[src/dli_pkg.sv]
// Constants shared by the diagnostic LED indicator
package dli_pkg;
  // ---------------------------------------------------------------
  // Sizes
  // ---------------------------------------------------------------
  localparam int NUM_UNITS = 8;
  localparam int CODE_W = 4;
  localparam int CNT_W = 32;
  // ---------------------------------------------------------------
  // Unit error codes
  // ---------------------------------------------------------------
  localparam logic [3:0] CODE_NONE = 4'h0;
  localparam logic [3:0] CODE_BOARD_POWER = 4'h1;
  localparam logic [3:0] CODE_ARRAY_CFG = 4'h6;
  localparam logic [3:0] CODE_COOL_FAN = 4'hA;
  localparam logic [3:0] CODE_LDU_ILOCK = 4'hB;
  localparam logic [3:0] CODE_BOARD_OVERTEMP = 4'hC;
  localparam logic [3:0] CODE_AUTO_FIRST = 4'hD;
  localparam logic [3:0] CODE_AUTO_LAST = 4'hF;
  // ---------------------------------------------------------------
  // Supervisor categories
  // ---------------------------------------------------------------
  localparam logic [3:0] CAT_NONE = 4'h0;
  localparam logic [3:0] CAT_LAST_DEFINED = 4'hA;
  // ---------------------------------------------------------------
  // Startup timing at 100 MHz
  // ---------------------------------------------------------------
  localparam int CLK_KHZ = 100000;
  localparam int FLASH_MS = 500;
  localparam int DARK_MS = 3000;
  localparam logic [31:0] FLASH_CYCLES = 32'(FLASH_MS * CLK_KHZ);
  localparam logic [31:0] DARK_CYCLES = 32'(DARK_MS * CLK_KHZ);
  // ---------------------------------------------------------------
  // Front panel LED positions and startup states
  // ---------------------------------------------------------------
  localparam int FP_LASER = 0;
  localparam int FP_OVERTEMP = 1;
  localparam int FP_ILOCK = 2;
  localparam int FP_FAILURE = 3;
  localparam logic [3:0] FP_ALL_ON = 4'hF;
  localparam logic [3:0] FP_ALL_OFF = 4'h0;
  typedef enum logic [1:0] {ST_FLASH, ST_DARK, ST_RUN} dli_phase_e;
endpackage : dli_pkg

[src/dli_indicator.sv]
// Diagnostic LED indicator: unit code LEDs, supervisor LEDs, front panel
// ---------------------------------------------------------------
// ---------------------------------------------------------------
`timescale 1ns/1ps
module dli_indicator #(
  parameter logic [31:0] P_FLASH_CYCLES = dli_pkg::FLASH_CYCLES,
  parameter logic [31:0] P_DARK_CYCLES = dli_pkg::DARK_CYCLES
) (
  // Clock and reset
  input wire logic I_CLOCK,
  input wire logic I_RST_N,
  // Drive unit reports
  input wire logic [4*dli_pkg::NUM_UNITS-1:0] I_LDU_CODE,
  input wire logic [dli_pkg::NUM_UNITS-1:0] I_LDU_LASER_ON,
  input wire logic [dli_pkg::NUM_UNITS-1:0] I_LDU_OVERTEMP,
  // Cooling unit reports
  input wire logic [4*dli_pkg::NUM_UNITS-1:0] I_COOL_CODE,
  input wire logic [dli_pkg::NUM_UNITS-1:0] I_COOL_OVERTEMP,
  // Supervisor status
  input wire logic [3:0] I_SSU_CATEGORY,
  input wire logic I_ILOCK_OPEN,
  input wire logic I_FAULT_BUF_NONEMPTY,
  input wire logic I_CHIP_CARD_FAULT,
  input wire logic I_NOT_LOCAL_EVT,
  input wire logic I_LOCAL_MODE,
  input wire logic I_FAULT_QUERY,
  // Unit LEDs and flags
  output logic [4*dli_pkg::NUM_UNITS-1:0] O_LDU_LED,
  output logic [dli_pkg::NUM_UNITS-1:0] O_LDU_FAIL,
  output logic [dli_pkg::NUM_UNITS-1:0] O_LDU_AUTORST,
  output logic [4*dli_pkg::NUM_UNITS-1:0] O_COOL_LED,
  output logic [dli_pkg::NUM_UNITS-1:0] O_COOL_FAIL,
  output logic [dli_pkg::NUM_UNITS-1:0] O_COOL_AUTORST,
  // Decoded fault classes
  output logic O_COMMON_FAULT,
  output logic O_FAN_FAULT,
  output logic O_LASER_ILOCK_FAULT,
  // Supervisor and front panel LEDs
  output logic [3:0] O_SSU_LED,
  output logic O_SSU_CAT_UNDEF,
  output logic [3:0] O_FRONT_LED,
  output logic O_NOT_LOCAL_PEND
);
  import dli_pkg::*;

  // ---------------------------------------------------------------
  // Assertion helper
  // ---------------------------------------------------------------
  // The flops keep their reset values through the release edge, so checks
  // that look one cycle back and are gated on armed wait until a whole cycle has run out of reset
  logic armed;
  always_ff @(posedge I_CLOCK or negedge I_RST_N) begin
    if (!I_RST_N) begin
      armed <= 1'b0;
    end else begin
      armed <= 1'b1;
    end
  end

  // ---------------------------------------------------------------
  // Per unit decoding
  // ---------------------------------------------------------------
  logic [NUM_UNITS-1:0] ldu_nz, ldu_auto, ldu_common, ldu_ilock, ldu_ot;
  logic [NUM_UNITS-1:0] cool_nz, cool_auto, cool_common, cool_fan, cool_ot;

  genvar g;
  generate
    for (g = 0; g < NUM_UNITS; g++) begin : g_unit
      wire logic [3:0] lc = I_LDU_CODE[4*g +: 4];
      wire logic [3:0] ac = I_COOL_CODE[4*g +: 4];
      assign ldu_nz[g] = (lc != CODE_NONE);
      assign cool_nz[g] = (ac != CODE_NONE);
      assign ldu_auto[g] = (lc >= CODE_AUTO_FIRST) && (lc <= CODE_AUTO_LAST);
      assign cool_auto[g] = (ac >= CODE_AUTO_FIRST) && (ac <= CODE_AUTO_LAST);
      assign ldu_common[g] = (lc >= CODE_BOARD_POWER) && (lc <= CODE_ARRAY_CFG);
      assign cool_common[g] = (ac >= CODE_BOARD_POWER) && (ac <= CODE_ARRAY_CFG);
      assign ldu_ilock[g] = (lc == CODE_LDU_ILOCK);
      assign cool_fan[g] = (ac == CODE_COOL_FAN);
      // A unit whose code says overtemperature counts even if its status bit was missed
      assign ldu_ot[g] = I_LDU_OVERTEMP[g] || (lc == CODE_BOARD_OVERTEMP);
      assign cool_ot[g] = I_COOL_OVERTEMP[g] || (ac == CODE_BOARD_OVERTEMP);

      always_ff @(posedge I_CLOCK or negedge I_RST_N) begin
        if (!I_RST_N) begin
          O_LDU_FAIL[g] <= 1'b0;
          O_COOL_FAIL[g] <= 1'b0;
          O_LDU_AUTORST[g] <= 1'b0;
          O_COOL_AUTORST[g] <= 1'b0;
        end else begin
          O_LDU_FAIL[g] <= ldu_nz[g];
          O_COOL_FAIL[g] <= cool_nz[g];
          O_LDU_AUTORST[g] <= ldu_auto[g];
          O_COOL_AUTORST[g] <= cool_auto[g];
        end
      end

      unit_fail_a: assert property (@(posedge I_CLOCK) disable iff (!I_RST_N)
        O_LDU_FAIL[g] == ($past(I_LDU_CODE[4*g +: 4]) != 4'h0))
        else $error("drive unit failure flag does not match code");
      unit_autorst_a: assert property (@(posedge I_CLOCK) disable iff (!I_RST_N)
        O_COOL_AUTORST[g] == ($past(I_COOL_CODE[4*g +: 4]) >= 4'hD))
        else $error("cooling unit auto-reset mark wrong");
      cool_fail_a: assert property (@(posedge I_CLOCK) disable iff (!I_RST_N)
        armed |-> (O_COOL_FAIL[g] == ($past(I_COOL_CODE[4*g +: 4]) != 4'h0)))
        else $error("cooling unit failure flag does not match code");
      drive_autorst_a: assert property (@(posedge I_CLOCK) disable iff (!I_RST_N)
        armed |-> (O_LDU_AUTORST[g] == ($past(I_LDU_CODE[4*g +: 4]) >= 4'hD)))
        else $error("drive unit auto-reset mark wrong");
      fan_class_a: assert property (@(posedge I_CLOCK) disable iff (!I_RST_N)
        (I_COOL_CODE[4*g +: 4] == 4'hA) |=> O_FAN_FAULT)
        else $error("fan code not flagged");
      common_class_a: assert property (@(posedge I_CLOCK) disable iff (!I_RST_N)
        ((I_LDU_CODE[4*g +: 4] >= 4'h1) && (I_LDU_CODE[4*g +: 4] <= 4'h6)) |=> O_COMMON_FAULT)
        else $error("common code not flagged");
      ilock_class_a: assert property (@(posedge I_CLOCK) disable iff (!I_RST_N)
        (I_LDU_CODE[4*g +: 4] == 4'hB) |=> O_LASER_ILOCK_FAULT)
        else $error("interlock-while-on code not flagged");
    end
  endgenerate

  // ---------------------------------------------------------------
  // Unit code LEDs and fault classes
  // ---------------------------------------------------------------
  // The code is already binary with bit 0 on LED1, so it drives the LEDs as is
  always_ff @(posedge I_CLOCK or negedge I_RST_N) begin
    if (!I_RST_N) begin
      O_LDU_LED <= '0;
      O_COOL_LED <= '0;
      O_COMMON_FAULT <= 1'b0;
      O_FAN_FAULT <= 1'b0;
      O_LASER_ILOCK_FAULT <= 1'b0;
    end else begin
      O_LDU_LED <= I_LDU_CODE;
      O_COOL_LED <= I_COOL_CODE;
      O_COMMON_FAULT <= |{ldu_common, cool_common};
      O_FAN_FAULT <= |cool_fan;
      O_LASER_ILOCK_FAULT <= |ldu_ilock;
    end
  end

  unit_led_a: assert property (@(posedge I_CLOCK) disable iff (!I_RST_N)
    O_COOL_LED == $past(I_COOL_CODE))
    else $error("cooling unit LEDs do not show the code");
  drive_led_a: assert property (@(posedge I_CLOCK) disable iff (!I_RST_N)
    armed |-> (O_LDU_LED == $past(I_LDU_CODE)))
    else $error("drive unit LEDs do not show the code");

  // ---------------------------------------------------------------
  // Supervisor category LEDs
  // ---------------------------------------------------------------
  wire logic cat_undef = (I_SSU_CATEGORY > CAT_LAST_DEFINED);

  always_ff @(posedge I_CLOCK or negedge I_RST_N) begin
    if (!I_RST_N) begin
      O_SSU_LED <= CAT_NONE;
      O_SSU_CAT_UNDEF <= 1'b0;
    end else begin
      O_SSU_LED <= I_SSU_CATEGORY;
      O_SSU_CAT_UNDEF <= cat_undef;
    end
  end

  ssu_led_a: assert property (@(posedge I_CLOCK) disable iff (!I_RST_N)
    O_SSU_LED == $past(I_SSU_CATEGORY))
    else $error("supervisor LEDs do not show the category");
  ssu_undef_a: assert property (@(posedge I_CLOCK) disable iff (!I_RST_N)
    armed |-> (O_SSU_CAT_UNDEF == ($past(I_SSU_CATEGORY) > 4'hA)))
    else $error("undefined category flag wrong");

  // ---------------------------------------------------------------
  // Interlock sense synchroniser
  // ---------------------------------------------------------------
  logic ilock_meta, ilock_sync;
  always_ff @(posedge I_CLOCK or negedge I_RST_N) begin
    if (!I_RST_N) begin
      ilock_meta <= 1'b0;
      ilock_sync <= 1'b0;
    end else begin
      ilock_meta <= I_ILOCK_OPEN;
      ilock_sync <= ilock_meta;
    end
  end

  // ---------------------------------------------------------------
  // Not-in-local-mode latch
  // ---------------------------------------------------------------
  logic local_prev;
  wire logic local_enter = I_LOCAL_MODE && !local_prev;
  wire logic nl_clear = local_enter || I_FAULT_QUERY;
  // A new event in the clearing cycle is kept: set wins
  wire logic next_nl_pend = I_NOT_LOCAL_EVT || (O_NOT_LOCAL_PEND && !nl_clear);

  always_ff @(posedge I_CLOCK or negedge I_RST_N) begin
    if (!I_RST_N) begin
      local_prev <= 1'b0;
      O_NOT_LOCAL_PEND <= 1'b0;
    end else begin
      local_prev <= I_LOCAL_MODE;
      O_NOT_LOCAL_PEND <= next_nl_pend;
    end
  end

  nl_clear_a: assert property (@(posedge I_CLOCK) disable iff (!I_RST_N)
    (I_FAULT_QUERY && !I_NOT_LOCAL_EVT) |=> !O_NOT_LOCAL_PEND)
    else $error("not-local event survived a fault query");
  nl_set_a: assert property (@(posedge I_CLOCK) disable iff (!I_RST_N)
    I_NOT_LOCAL_EVT |=> O_NOT_LOCAL_PEND)
    else $error("not-local event lost");
  local_clear_a: assert property (@(posedge I_CLOCK) disable iff (!I_RST_N)
    (armed && $rose(I_LOCAL_MODE) && !I_NOT_LOCAL_EVT) |=> !O_NOT_LOCAL_PEND)
    else $error("not-local event survived entering local mode");
  pend_hold_a: assert property (@(posedge I_CLOCK) disable iff (!I_RST_N)
    (O_NOT_LOCAL_PEND && !I_FAULT_QUERY && !I_LOCAL_MODE) |=> O_NOT_LOCAL_PEND)
    else $error("not-local event dropped without a clear");

  // ---------------------------------------------------------------
  // Startup sequencer
  // ---------------------------------------------------------------
  dli_phase_e phase, next_phase;
  logic [CNT_W-1:0] cnt;
  wire logic cnt_done = (phase == ST_FLASH) ? (cnt >= P_FLASH_CYCLES - 32'h1)
                                            : (cnt >= P_DARK_CYCLES - 32'h1);
  wire logic [CNT_W-1:0] next_cnt = (cnt_done || phase == ST_RUN) ? '0 : cnt + 32'h1;

  always_comb begin
    next_phase = phase;
    case (phase)
      ST_FLASH: if (cnt_done) next_phase = ST_DARK;
      ST_DARK: if (cnt_done) next_phase = ST_RUN;
      default: next_phase = ST_RUN;
    endcase
  end

  always_ff @(posedge I_CLOCK or negedge I_RST_N) begin
    if (!I_RST_N) begin
      phase <= ST_FLASH;
      cnt <= '0;
    end else begin
      phase <= next_phase;
      cnt <= next_cnt;
    end
  end

  // ---------------------------------------------------------------
  // Front panel LEDs
  // ---------------------------------------------------------------
  logic [3:0] live;
  assign live[FP_LASER] = |I_LDU_LASER_ON;
  assign live[FP_OVERTEMP] = |{ldu_ot, cool_ot};
  assign live[FP_ILOCK] = ilock_sync;
  assign live[FP_FAILURE] = I_FAULT_BUF_NONEMPTY || I_CHIP_CARD_FAULT || O_NOT_LOCAL_PEND;

  wire logic [3:0] next_front = (phase == ST_FLASH) ? FP_ALL_ON
                              : (phase == ST_DARK) ? FP_ALL_OFF : live;

  always_ff @(posedge I_CLOCK or negedge I_RST_N) begin
    if (!I_RST_N) begin
      O_FRONT_LED <= FP_ALL_OFF;
    end else begin
      O_FRONT_LED <= next_front;
    end
  end

  dli_phase_e phase_prev;
  always_ff @(posedge I_CLOCK or negedge I_RST_N) begin
    if (!I_RST_N) begin
      phase_prev <= ST_FLASH;
    end else begin
      phase_prev <= phase;
    end
  end
  // This cycle and the one before in run, so the front LEDs have left startup
  wire logic run_two = (phase == ST_RUN) && (phase_prev == ST_RUN);

  dark_phase_a: assert property (@(posedge I_CLOCK) disable iff (!I_RST_N)
    (phase == ST_DARK) |=> (O_FRONT_LED == 4'h0))
    else $error("front LEDs lit during dark phase");
  flash_phase_a: assert property (@(posedge I_CLOCK) disable iff (!I_RST_N)
    (armed && (phase == ST_FLASH)) |=> (O_FRONT_LED == 4'hF))
    else $error("front LEDs not flashing at startup");
  laser_led_a: assert property (@(posedge I_CLOCK) disable iff (!I_RST_N)
    run_two |-> (O_FRONT_LED[0] == $past(|I_LDU_LASER_ON)))
    else $error("laser-on LED wrong");
  overtemp_led_a: assert property (@(posedge I_CLOCK) disable iff (!I_RST_N)
    (run_two && $past(|{I_LDU_OVERTEMP, I_COOL_OVERTEMP})) |-> O_FRONT_LED[1])
    else $error("overtemperature LED dark");
  ilock_led_a: assert property (@(posedge I_CLOCK) disable iff (!I_RST_N)
    run_two |-> (O_FRONT_LED[2] == $past(I_ILOCK_OPEN, 3)))
    else $error("interlock LED does not follow the sense");
  failure_led_a: assert property (@(posedge I_CLOCK) disable iff (!I_RST_N)
    run_two |-> (O_FRONT_LED[3] == $past(I_FAULT_BUF_NONEMPTY || I_CHIP_CARD_FAULT || O_NOT_LOCAL_PEND)))
    else $error("failure LED wrong");
  run_stays_a: assert property (@(posedge I_CLOCK) disable iff (!I_RST_N)
    (phase == ST_RUN) |=> (phase == ST_RUN))
    else $error("startup phase entered again after run");

endmodule : dli_indicator

[config.mk]
export PLATFORM = sky130hd
export DESIGN_NAME = dli_indicator
export DESIGN_NICKNAME = d
export VERILOG_FILES = /design/src/dli_pkg.sv /design/src/dli_indicator.sv
export SDC_FILE = /design/constraint.sdc
export NUM_CORES = 1
export LEC_CHECK = 0
export ABC_AREA = 1
export BUFFER_PORTS_ARGS = -buffer_cell sky130_fd_sc_hd__buf_2
export CAP_MARGIN = 20
export CORE_MARGIN = 4
export CORE_UTILIZATION = 30
export CTS_CLUSTER_SIZE = 8
export DETAILED_ROUTE_END_ITERATION = 10
export HOLD_SLACK_MARGIN = 0.05
export SKIP_LAST_GASP = 1
export SLEW_MARGIN = 25
export SYNTH_ARGS = -nofsm -noshare
export SYNTH_HDL_FRONTEND = slang
export SYNTH_SLANG_ARGS = --single-unit
export TNS_END_PERCENT = 20
[constraint.sdc]
create_clock -name I_CLOCK -period 2.15 [get_ports I_CLOCK]
set_clock_uncertainty 0.05 [all_clocks]
set_input_delay 0.215 -clock I_CLOCK [delete_from_list [all_inputs] [get_ports I_CLOCK]]
set_output_delay 0.215 -clock I_CLOCK [all_outputs]
set_load 0.005 [all_outputs]
==> impl_metrics.ini <==
[outcome]
outcome = finished, final reports clean

[routing]
wl_per_cell_um = 14.0
drtPass1Iterations = 5
drc = 0
wirelength_mm = 16.7
via_count = 5207
routed_via_density = 4.37
antenna_left = 0
drt_iter0_drc = 289

[pwr]
p_sw_mw = 1.52
p_total_mw = 6.51
power_density_nw_per_um2 = 756
p_leak_nw = 4.08
combPwrFrac_pct = 9.1
intPower_mw = 4.99
ir_drop_uv = 535
p_clk_share_pct = 46.6
seq_power_share_pct = 44.3
switching_share_pct = 23.4

[run]
drv_cap = 0

[finish]
nFillCells = 1832
final_nets = 1020
multiInputGateArea_um2 = 1870
regArea_um2 = 3650
n_antenna_cell = 0
drive_above_1_share_pct = 27.8
areaGrowthSynthToFinish_pct = 47.7

[yosys]
synth_edf_count = 0
yosys-top-cells-count = dfrtp_1 (146), nor2_1 (101), nand2_1 (95)
syn-instance-count = 611
ys_ff_latch = 146
synthMostInstantiatedCell = dfrtp_1
yosys_warnings = 0
synth_top_area_cell = dfrtp_1
synth.distinct_cells = 34
synth_top_area_share_pct = 62.6
syn-cell-area_um2 = 5830
synthTopCellsByArea = dfrtp_1 (63%), nor2_1 (6.5%), nand2_1 (6.1%)
async_reset_ff_share_pct = 100
ys_seq_area_share_pct = 62.6
synth_ff_type = dfrtp_1
synth.avg_cell_area_um2 = 9.55

[clocking]
post-cts-setup-buffers = 0
cts.sinks = 146
cts_max_path_buffers = 2
ctsResizeCount = 0
clk_pin_slew_ns = 0.06
clkLatencyLatePin_ns = 0.42
htree_levels = 4
cts_inserted_buffers = 17
clockRootBuffer = clkbuf_16
cts_tree = built

[floorplan]
die_h_um = 147
die_area_um2 = 21700
initial_core_util_pct = 30.9
coreArea_um2 = 18900
rows = 50
dieWidth_um = 147
ioPinCount = 209

[global_routing]
antenna_found_initial = 0
grt_pass1_wl_mm = 27.1
grt-ovfl-total = 0
grt_max_degree = 68
grt_pass1_vias = 5265
grtUsageTotal_pct = 15.9

[timing]
fin_crit_sh_pct = 92.7
rsz0062_at_grt = no
tns_ns = 0
hold_violations = 0
period_needed_ns = 1.99
report.final.slew_viol_count = 0
setup_slack_ns = 0.157
setup_viol = 0
fmax_mhz = 502

[placed_design]
hpwl_mm = 12.6
portBuffers = 208
pre_cts_ws_ns = 0.363
gp_congestion = 0.826

[worst_setup_path]
critical_path_buf_inv_count = 4
critPathMaxFanout = 1
crit_family = buffers and inverters
setup.worst_path.start = I_LDU_LASER_ON[5]
cpPeakStageDelay_ns = 0.59
worstPathRequired_ns = 2.40
start_kind = input pin
critPathKind = input pin to flip-flop
arrival_ns = 2.24
crit_slowest_cell = dlygate4sd3_1
worstReg2RegStart = cnt[0]
timing.critical_path.to_type = flip-flop
cp_cell_sequence = dlygate4sd3_1 -> buf_2 -> nor4_1 -> dlygate4sd3_1 -> a31oi_1 -> dlygate4sd3_1
cpMostUsedCell = dlygate4sd3_1

[worst_hold_path]
hold_path_class = input pin to asynchronous set/reset pin
-- flip-flops by register name (all words and copies together) (netlist names), 2 cells and up --
signal and flops:
O_LDU_LED 32, phase 2, O_LDU_AUTORST 8, O_COOL_LED 32
O_FRONT_LED 4, cnt 32, O_COOL_AUTORST 8, O_SSU_LED 4
O_LDU_FAIL 8, O_COOL_FAIL 8
-- worst register-to-register path, delay by kind of cell, from the launching register on --
kind | cells | cell delay (ns)
fa+ha+maj | 1 | 0.21
buf+inv | 2 | 0.22
simple gates | 9 | 0.77
flops | 1 | 0.38
-- power by group through the flow --
stage,registers [mW],clock network [mW],logic (mW)
2_1_floorplan,2.95,0,0.122
3_3_place_gp,2.93,0,0.486
3_5_place_dp,2.93,0,0.492
4_1_cts,2.89,3.10,0.603
5_1_grt,2.89,3.23,0.663
6_report,2.88,3.03,0.593
-- timing repair --
| item | in CTS | in global routing |
|---|---|---|
| hold buffers | 78 | 0 |
| endpoints found under the setup margin | 0 | 0 |
| endpoints found under the hold margin | 250 | 0 |
-- layer usage --
| metal | routed length [um] | vias to the layer above | share of wire [%] | track usage [%] |
|---|---|---|---|---|
| li1 | - | 2591 | - | - |
| met1 | 7040 | 2441 | 42 | 19.1 |
| met2 | 8200 | 151 | 49 | 26.5 |
| met3 | 1030 | 24 | 6.2 | 5.00 |
| met4 | 433 | 0 | 2.6 | 6.43 |
| met5 | 0 | - | 0 | 0 |
-- final timing paths --
check | endpoint | slack (ns) | depth (start not counted)
min in group I_CLOCK | ilock_sync | 0.30 | 0
max in group asynchronous | O_COOL_LED[8] | 1.18 | 3
max | O_FRONT_LED[0] | 0.16 | 6
min | O_NOT_LOCAL_PEND | 0.17 | 2
max reg2reg | cnt[13] | 0.40 | 12
min reg2reg | ilock_sync | 0.30 | 0
-- stage by stage --
step	util, %	area [um2]	hold slack (ns)	instances
floorplan	-	5840	-0.131	613
global placement	38.2	7230	0.0457	1082
detailed placement	38.2	7230	0.0463	1082
CTS	45.6	8610	0.166	1192
global route	45.6	8610	0.189	1192
finish	45.6	8610	0.171	1192
-- kinds of logic (layout without fill, tap and decap cells) --
logic type,count (synthesis),after routing,share of synthesized area (%)
buffers and inverters,80,399,5.49
adders and majority gates,1,1,0.214
DFF,146,146,62.6
xor gates and xnor gates,18,18,2.70
other,1,3,0.0643
AOI/OAI and AO/OA,25,25,2.66
and+or+nand+nor,340,340,26.2
-- cell type report --
| class | count | share of cell area (%) |
|---|---|---|
| clock buffer | 23 | 5.67 |
| multi-input combinational | 387 | 21.7 |
| tap | 260 | 3.78 |
| inverter | 78 | 3.46 |
| sequential | 146 | 42.4 |
| timing repair buffer | 289 | 21.6 |
| clock inverter | 9 | 1.38 |
-- placed cells by master, fill, tap and decap left out, types with 3 or more instances in the layout --
master	synthesis	routed
nand4_1	14	14
nand3_2	3	3
o21ai_0	4	4
dfrtp_1	146	146
inv_6	1	4
nor2_2	5	5
nand2_1	95	95
clkbuf_8	0	4
buf_2	0	207
and3_1	5	5
nor2_1	101	101
a31oi_1	4	4
a21oi_1	7	7
nor3_1	38	38
nand3_1	71	71
clkbuf_16	0	17
conb_1	1	3
xor2_1	16	16
dlygate4sd3_1	0	78
inv_1	74	74
Note: power is estimated with default switching activity, not from simulation.
